===== src/fbs_pkg.sv =====
// package: constants and types for the fieldbus status indicator
package fbs_pkg;
   // apb register byte offsets
   localparam logic [7:0] ADDR_AXIS  = 8'h00;
   localparam logic [7:0] ADDR_MODE  = 8'h04;
   localparam logic [7:0] ADDR_STAT  = 8'h08;
   localparam logic [7:0] ADDR_ISTAT = 8'h0c;
   localparam logic [7:0] ADDR_IMASK = 8'h10;

   // configuration word fields
   localparam int unsigned AXIS_LSB   = 13;
   localparam int unsigned REMOTE_BIT = 9;
   localparam int unsigned UNITS_BIT  = 1;
   localparam logic [2:0]  AXIS_NONE  = 3'h0;
   localparam logic [2:0]  AXIS_ONE   = 3'h1;
   localparam logic [2:0]  AXIS_TWO   = 3'h2;

   // interrupt status / mask bit positions
   localparam int unsigned IRQ_APPWD = 0;
   localparam int unsigned IRQ_PDIWD = 1;
   localparam int unsigned IRQ_BOOT  = 2;
   localparam int unsigned IRQ_UNSOL = 3;
   localparam int unsigned IRQ_CFG   = 4;
   localparam int unsigned IRQ_W     = 5;

   // reset values
   localparam logic [15:0]      AXIS_RST = 16'h0000;
   localparam logic [15:0]      MODE_RST = 16'h0000;
   localparam logic [IRQ_W-1:0] MASK_RST = 5'h00;

   // slave state codes and change flag value
   localparam logic [3:0] AL_INIT   = 4'h1;
   localparam logic [3:0] AL_PREOP  = 4'h2;
   localparam logic [3:0] AL_BOOT   = 4'h3;
   localparam logic [3:0] AL_SAFEOP = 4'h4;
   localparam logic [3:0] AL_OP     = 4'h8;
   localparam logic [7:0] CHG_ERR   = 8'h01;

   // pattern timing: one tick is 50 ms, a frame is 32 ticks
   localparam int unsigned CLK_NS   = 10;
   localparam int unsigned TICK_NS  = 50_000_000;
   localparam int unsigned TICK_CYC = TICK_NS / CLK_NS;
   localparam int unsigned TICK_W   = 23;
   localparam logic [4:0]  PH_ON    = 5'h04;
   localparam logic [4:0]  PH_ON2A  = 5'h08;
   localparam logic [4:0]  PH_ON2B  = 5'h0c;

   // inputs from the protocol controller
   typedef struct packed {
      logic [3:0] state;
      logic       booting;
      logic [7:0] change;
      logic       cfg_err;
      logic       app_wd;
      logic       pdi_wd;
   } slave_status_t;

   // error indicator modes, lowest severity first
   typedef enum logic [2:0] {
      ERR_NONE, ERR_UNSOL, ERR_CFG, ERR_BOOT, ERR_APPWD, ERR_PDIWD
   } err_mode_t;
endpackage : fbs_pkg


===== src/fieldbus_status_indicator.sv =====
// module: front-panel status indicators and configuration bits
//
// Notes on behaviour
// - error LED dark while communication works without any error pending.
// - booting error (INIT with change flag 0x01) makes error LED flicker.
// - autonomous state change (change flag 0x01) gives error LED single flash.
// - application watchdog timeout gives error LED a double flash.
// - process-data watchdog timeout lights error LED continuously.
// - run LED dark in INIT.
// - run LED blinks in PRE-OPERATIONAL.
// - run LED single flash in SAFE-OPERATIONAL.
// - run LED lit in OPERATIONAL.
// - run LED flickers while booting before INIT or in BOOTSTRAP.
// - added axes in three bits: 000 none, bit 0 one, bit 1 two.
//
// Decided for this implementation: the APB slave port and the address map.
`timescale 1ns/1ns
module fieldbus_status_indicator
   import fbs_pkg::*;
#(
   parameter int unsigned TICK_CYCLES = TICK_CYC
)(
   // clock and reset
   input  wire logic          pclk,
   input  wire logic          presetn,
   // apb slave
   input  wire logic          psel,
   input  wire logic          penable,
   input  wire logic          pwrite,
   input  wire logic [7:0]    paddr,
   input  wire logic [31:0]   pwdata,
   output logic      [31:0]   prdata,
   output logic               pready,
   output logic               pslverr,
   // protocol controller
   input  wire slave_status_t slv,
   // indicators
   output logic               error_indicator_led,
   output logic               run_indicator_led,
   // configuration towards the drive
   output logic      [1:0]    added_axis_count,
   output logic               axis_config_invalid,
   output logic               remote_mode,
   output logic               count_units,
   // interrupt
   output logic               irq
);

   // added-axis bits to a count; illegal codes map to zero
   function automatic logic [1:0] axis_count_of(input logic [2:0] f);
      unique case (f)
         AXIS_ONE: axis_count_of = 2'h1;
         AXIS_TWO: axis_count_of = 2'h2;
         default:  axis_count_of = 2'h0;
      endcase
   endfunction : axis_count_of

   // register state
   logic [15:0]       axis_word_r;
   logic [15:0]       mode_word_r;
   logic [IRQ_W-1:0]  istat_r;
   logic [IRQ_W-1:0]  istat_nxt;
   logic [IRQ_W-1:0]  imask_r;
   logic [TICK_W-1:0] tick_cnt_r;
   logic [4:0]        ph_r;
   logic              boot_q_r;
   logic              unsol_q_r;
   logic              cfg_q_r;

   // apb decode
   wire        setup    = psel & ~penable;
   wire        acc_wr   = psel & penable & pwrite & pready & ~pslverr;
   wire        sel_axis = paddr == ADDR_AXIS;
   wire        sel_mode = paddr == ADDR_MODE;
   wire        sel_stat = paddr == ADDR_STAT;
   wire        sel_ist  = paddr == ADDR_ISTAT;
   wire        sel_imk  = paddr == ADDR_IMASK;
   wire        addr_ok  = sel_axis | sel_mode | sel_stat | sel_ist | sel_imk;

   // configuration decode
   wire [2:0]  axis_f   = axis_word_r[AXIS_LSB +: 3];
   wire        axis_bad = !(axis_f inside {AXIS_NONE, AXIS_ONE, AXIS_TWO});

   // pattern generator: tick every 50 ms, 32-tick frame
   wire        tick_hit = tick_cnt_r == TICK_W'(TICK_CYCLES - 1);
   wire        flk      = ph_r[0];                  // 50 ms on / 50 ms off
   wire        blk      = ph_r[2];                  // 200 ms on / 200 ms off
   wire        sfl      = ph_r < PH_ON;             // one 200 ms flash a frame
   wire        fl2      = ph_r >= PH_ON2A && ph_r < PH_ON2B;
   wire        dbl      = sfl | fl2;                // two 200 ms flashes a frame

   // error conditions from the controller
   wire        in_init  = slv.state == AL_INIT;
   wire        chg      = slv.change == CHG_ERR;
   wire        boot_err = in_init & chg;
   wire        unsol    = chg & ~in_init;
   wire        cfg_bad  = slv.cfg_err | axis_bad;

   // severity order: watchdogs, booting, configuration, state change
   wire err_mode_t err_mode =
        istat_r[IRQ_PDIWD] ? ERR_PDIWD :
        istat_r[IRQ_APPWD] ? ERR_APPWD :
        boot_err           ? ERR_BOOT  :
        cfg_bad            ? ERR_CFG   :
        unsol              ? ERR_UNSOL : ERR_NONE;

   // error pattern select
   wire        err_led_nxt =
        (err_mode == ERR_PDIWD) ? 1'b1 :
        (err_mode == ERR_APPWD) ? dbl  :
        (err_mode == ERR_BOOT)  ? flk  :
        (err_mode == ERR_CFG)   ? blk  :
        (err_mode == ERR_UNSOL) ? sfl  : 1'b0;

   // run pattern select; booting outranks any reported state
   wire        run_boot    = slv.booting | (slv.state == AL_BOOT);
   wire        run_led_nxt =
        run_boot                   ? flk  :
        (slv.state == AL_PREOP)    ? blk  :
        (slv.state == AL_SAFEOP)   ? sfl  :
        (slv.state == AL_OP)       ? 1'b1 : 1'b0;

   // events: watchdog pulses and rising edges of the level conditions
   wire [IRQ_W-1:0] ev;
   assign ev[IRQ_APPWD] = slv.app_wd;
   assign ev[IRQ_PDIWD] = slv.pdi_wd;
   assign ev[IRQ_BOOT]  = boot_err & ~boot_q_r;
   assign ev[IRQ_UNSOL] = unsol & ~unsol_q_r;
   assign ev[IRQ_CFG]   = cfg_bad & ~cfg_q_r;

   // write-one-to-clear; a new event in the clear cycle wins
   wire [IRQ_W-1:0] iclr = (acc_wr && sel_ist) ? pwdata[IRQ_W-1:0] : '0;
   assign istat_nxt = (istat_r & ~iclr) | ev;

   // read data mux; unused bits read zero
   wire [31:0] stat_word = {21'h0, axis_bad, error_indicator_led,
                            run_indicator_led, err_mode, slv.booting, slv.state};
   wire [31:0] rd_data =
        sel_axis ? {16'h0, axis_word_r} :
        sel_mode ? {16'h0, mode_word_r} :
        sel_stat ? stat_word :
        sel_ist  ? {27'h0, istat_r} :
        sel_imk  ? {27'h0, imask_r} : 32'h0;

   // apb answer: ready in the first access cycle, error on unmapped offset
   always_ff @(posedge pclk or negedge presetn) begin
      if (!presetn) begin
         pready  <= 1'b0;
         pslverr <= 1'b0;
         prdata  <= 32'h0;
      end else begin
         pready  <= setup;
         pslverr <= setup & ~addr_ok;
         prdata  <= (setup && !pwrite) ? rd_data : 32'h0;
      end
   end

   // software-written configuration and mask
   always_ff @(posedge pclk or negedge presetn) begin
      if (!presetn) begin
         axis_word_r <= AXIS_RST;
         mode_word_r <= MODE_RST;
         imask_r     <= MASK_RST;
      end else begin
         if (acc_wr && sel_axis) axis_word_r <= pwdata[15:0];
         if (acc_wr && sel_mode) mode_word_r <= pwdata[15:0];
         if (acc_wr && sel_imk)  imask_r     <= pwdata[IRQ_W-1:0];
      end
   end

   // sticky status and edge history
   always_ff @(posedge pclk or negedge presetn) begin
      if (!presetn) begin
         istat_r   <= '0;
         boot_q_r  <= 1'b0;
         unsol_q_r <= 1'b0;
         cfg_q_r   <= 1'b0;
      end else begin
         istat_r   <= istat_nxt;
         boot_q_r  <= boot_err;
         unsol_q_r <= unsol;
         cfg_q_r   <= cfg_bad;
      end
   end

   // tick counter and frame phase; one shared frame keeps both leds in step
   always_ff @(posedge pclk or negedge presetn) begin
      if (!presetn) begin
         tick_cnt_r <= '0;
         ph_r       <= 5'h00;
      end else begin
         tick_cnt_r <= tick_hit ? '0 : tick_cnt_r + 1'b1;
         if (tick_hit) ph_r <= ph_r + 5'h01;
      end
   end

   // registered outputs
   always_ff @(posedge pclk or negedge presetn) begin
      if (!presetn) begin
         error_indicator_led <= 1'b0;
         run_indicator_led   <= 1'b0;
         added_axis_count    <= 2'h0;
         axis_config_invalid <= 1'b0;
         remote_mode         <= 1'b0;
         count_units         <= 1'b0;
         irq                 <= 1'b0;
      end else begin
         error_indicator_led <= err_led_nxt;
         run_indicator_led   <= run_led_nxt;
         added_axis_count    <= axis_count_of(axis_f);
         axis_config_invalid <= axis_bad;
         remote_mode         <= mode_word_r[REMOTE_BIT];
         count_units         <= mode_word_r[UNITS_BIT];
         irq                 <= |(istat_nxt & imask_r);
      end
   end
endmodule : fieldbus_status_indicator


===== config.mk =====
export PLATFORM = sky130hd
export DESIGN_NAME = fieldbus_status_indicator
export DESIGN_NICKNAME = d
export VERILOG_FILES = /design/src/fbs_pkg.sv /design/src/fieldbus_status_indicator.sv
export SDC_FILE = /design/constraint.sdc
export NUM_CORES = 1
export LEC_CHECK = 0
export BUFFER_PORTS_ARGS = -buffer_cell sky130_fd_sc_hd__buf_2
export CAP_MARGIN = 0
export CORE_MARGIN = 2
export CORE_UTILIZATION = 46
export CTS_CLUSTER_DIAMETER = 150
export DETAILED_ROUTE_END_ITERATION = 8
export PLACE_DENSITY = 0.7
export SYNTH_ARGS = -nofsm -noshare
export SYNTH_HDL_FRONTEND = slang
export SYNTH_SLANG_ARGS = --single-unit

===== constraint.sdc =====
create_clock -name pclk -period 2.8 [get_ports pclk]
set_input_delay 0.28 -clock pclk [delete_from_list [all_inputs] [get_ports pclk]]
set_output_delay 0.28 -clock pclk [all_outputs]
set_load 0.02 [all_outputs]

[Word level (Yosys, flattened, before mapping)]
Index checks and enable logic that the tools add are counted.
Storage, ports and cells
  register bits: 99
  output and inout port bits: 42
  logic and storage cells: 106
Operators by class
  add/subtract/negate cells: 2
  $lt $le $gt $ge: 3
  equality and inequality tests: 18
  mux-type cells: 23
  bitwise operators: 29
  reduce and logical (&&, ||, !) cells: 12
Operators by type and width (count)
  2-to-1 mux 16 bit: 3
  adder 23 x 1 -> 23 bit, second input constant: 1
  == test 23 bit, second input constant: 1
  2-to-1 mux 23 bit: 1
  == test 8 x 4 -> 1 bit, second input constant: 2
  2-to-1 mux 5 bit: 3
  bitwise AND 1 bit: 11
  2-to-1 mux 11 bit: 1
  bitwise AND 5 bit: 2
  2-to-1 mux 1 bit: 10
  == test 3 x 2 -> 1 bit, second input constant: 3
  == test 4 x 2 -> 1 bit, second input constant: 2
  == test 8 x 1 -> 1 bit, second input constant: 1
  == test 8 x 3 -> 1 bit, second input constant: 1
  == test 8 x 5 -> 1 bit, second input constant: 1
  logical NOT 8 bit: 1
  inverter 1 bit: 7
  bitwise OR 1 bit: 7
  == test 3 x 1 -> 1 bit, second input constant: 2
  == test 3 bit, second input constant: 2
  logical AND 1 bit: 6
  2-to-1 mux 3 bit: 2
  adder 5 x 1 -> 5 bit, second input constant: 1
  >= comparator 5 x 4 -> 1 bit, second input constant: 1
  13 further kinds: 15

[Logic depth before layout (Yosys ltp)]
  depth in word-level cells: 14
  mapped depth: 7

[Least setup slack after synthesis]
Ideal clock, no wire load.
  path type: flip-flop to flip-flop
  start: reg tick_cnt_r[7]
  end: reg ph_r[1]
  library setup time: 0.125 ns
  data arrival time: 1.930 ns
  data required time: 2.675 ns
  setup slack: 0.746 ns
  cell stages (with the launch flop): 6
  cells stage by stage: dfrtp_1 -> or4b_2 -> nor4_1 -> and3_1 -> buf_2 -> mux2_2
Between the ends
  cells in the longest elaborated chain, start to end: 1
RTL lines
  start: declaration: line fieldbus_status_indicator.sv:64  | logic [TICK_W-1:0] tick_cnt_r;
  start signal: assignment: line fieldbus_status_indicator.sv:192  | tick_cnt_r <= tick_hit ? '0 : tick_cnt_r + 1'b1;
  == test 23 bit: line fieldbus_status_indicator.sv:85  | wire tick_hit = tick_cnt_r == TICK_W'(TICK_CYCLES - 1);
  end signal: assignment: line fieldbus_status_indicator.sv:193  | if (tick_hit) ph_r <= ph_r + 5'h01;
  end: declaration: line fieldbus_status_indicator.sv:65  | logic [4:0] ph_r;
No other way between the ends.
A chain may end at the register's enable or synchronous reset.

[Final worst setup path]
Ends and elaborated chain as after synthesis.

==> results.cfg <==
[outcome]
status = finished, violations left
violations = negative hold slack

[worst_setup_path]
path_delay_family = simple AND/OR/NAND/NOR gates
worstSetupStartpoint = tick_cnt_r[7]
cp_max_fo = 12
crit_type = flop to flop
critPathLaunchType = flop
crit_path_end_kind = flop
path_buf_inv = 0
crit_chain = or4b_2 > nor4_1 > and3_1 > mux2_2
required_ps = 3040
slowest_delay_ps = 680
reg2reg_from = tick_cnt_r[7]
worstPathArrival_ps = 2560
crit_slowest_cell = or4b_2

[floorplan]
core-area_um2 = 9330
die_y_um = 102
die_width_um = 102
die_area_um2 = 10500
row_count = 35
ioPinCount = 103
start_util_pct = 47.8

[timing]
fin_skew_ps = 12.7
timing.fmax_ghz = 0.430
whs_ps = -22.4
finalSetupViolations = 0
min_period_ps = 2320
setup_tns_ps = 0
drv_slew = 0
fin_ws_ps = 476
hold_violations = 12
slew_headroom_pct = 48.5
tightest_slew_ps = 772
period_share_pct = 83.0
grt_setup_unrepaired = false

[yosys]
yosys-top-cells-area = dfrtp_1 56%, mux2_2 11%, buf_4 2.9%, nor2_1 2.5%, a22oi_1 2.4%
seq_area_frac_synth_pct = 55.5
syn_area_um2 = 4460
synth_top_area_share_pct = 55.5
synth_seq_cells = 99
synth.yosys.warnings = 0
synth_cell_type_count = 49
synth_cells = 381
syn_area_per_cell_um2 = 11.7
yosysTopAreaCell = dfrtp_1

[global_route]
grt_antenna_before_repair = 0
gr-total-overflow = 0
grt_usage_pct = 18.8
grt_pass1_vias = 3031
grt_pass1_wl_um = 15000
grt_start_max_net_pins = 61

[layout]
final_cell_area_um2 = 5130
area_delta_synth_final_pct = 15.1
final_util_pct = 55.1
layout_common_cells = 99 x dfrtp_1, 69 x buf_2, 42 x mux2_2
antenna_cells = 0
nets = 520
layout-drive-gt1-share_pct = 32.5
final_common_cell = dfrtp_1

[detailed_routing]
drt_iter0_markers = 113
avgRoutedWirePerCell_um = 15.7
drcViolationCount = 0
vias_per_cell = 5.34
dr.pass1.iters = 4
wirelength_um = 9280
ant_nets = 0
via_count = 3156

[place]
place.detailed.hpwl_um = 6420
placed_cell_area_um2 = 4930
gp_congestion = 0.824
dpl_worst_slack_ps = 370
port_buffers = 70

[cts]
numCtsBuffers = 9
clockBufferDepth = 2
cts_tree = built
holdBufCountCts = 0
clk_root_buffer_cell = clkbuf_8
cts_resized = 0
cts.sinks = 99
path_clk_slew_ps = 100
htreeDepth = 3
clk_latency_ps = 360
postCtsSetupBuffers = 0

[power_and_ir_drop]
vdd_drop_max_uv = 299
p_per_area_nw_per_um2 = 485
p_leak_nw = 2.52
p_total_mw = 2.49

[run]
maxCapViolCount = 0

[hold_path]
hold_class = primary input to asynchronous set/reset pin
[final cells by class]
class / instances / area (um^2)
Fill cell: 829 / 4190
Sequential cell: 99 / 2480
Multi-Input combinational cell: 261 / 1830
Timing Repair Buffer: 80 / 440
Tap cell: 129 / 161
Clock buffer: 10 / 128
Clock inverter: 6 / 72.6
Inverter: 6 / 22.5
[synth_stat cells, drive strengths merged]
cell    number
a211oi       2
a21boi       3
a21o         3
a21oi       17
a222oi       2
a22oi       14
a31oi        4
and2         1
and3         4
and4         2
buf         25
clkbuf       5
conb         1
dfrtp       99
ha           2
inv          6
mux2        43
mux2i        1
nand2       15
nand2b       5
nand3        9
nand3b       3
nand4       11
nor2        31
nor2b        1
nor3         5
nor3b        3
nor4         5
nor4b        3
nor4bb       1
o21ai       19
o31ai        1
o41ai        1
or2          5
or4          2
or4b         4
xnor2       12
xor2        11
[power by group]
part	switching, mW	internal, mW
clock network	0.487	0.426
logic	0.0954	0.0435
registers	0.00340	1.44
total	0.585	1.91
[worst register-to-register path, cell delays in order (launching register included)]
cell,delay [ps]
dfrtp_1,450
or4b_2,680
nor4_1,250
and3_1,450
mux2_2,390
[registers in the layout, indices dropped and copies added (netlist names), 2 cells and up]
| signal | flops |
|---|---|
| tick_cnt_r | 23 |
| axis_word_r | 16 |
| mode_word_r | 16 |
| prdata | 16 |
| imask_r | 5 |
| istat_r | 5 |
| ph_r | 5 |
| added_axis_count | 2 |
[metrics by stage]
step	hold WS, ps	std cells
final	-22.4	591
after global routing	28.0	591
after CTS	4.40	591
after detailed placement	388	575
after global placement	380	575
after floorplan	-15.6	396
[routing by layer]
metal / share of wire [%] / global-route usage, % / vias up
li1: - / - / 1477
met1: 44 / 24.9 / 1579
met2: 50 / 30.6 / 92
met3: 4.7 / 5.20 / 8
met4: 1.2 / 5.23 / 0
met5: 0 / 0 / -
[worst paths after layout]
check	end	slack [ps]	cells past startpoint
min in group pclk	istat_r[1]	130	2
max in group asynchronous	tick_cnt_r[22]	2120	2
min	axis_config_invalid	-20	1
min reg2reg	remote_mode	410	0
max	ph_r[1]	480	4
max reg2reg	ph_r[1]	480	4
[cells by family (layout without fill, tap and decap cells)]
family,count (synthesis),in the layout,share of synthesized area [%]
and+or+nand+nor,110,110,14.2
adders and majority gates,2,2,0.561
xor gates and xnor gates,23,23,4.51
buffers and inverters,36,102,4.94
other,1,16,0.0840
muxes,44,44,11.1
AOI/OAI and AO/OA,66,66,9.11
DFF,99,99,55.5
Note: power is estimated with default switching activity, not from simulation.
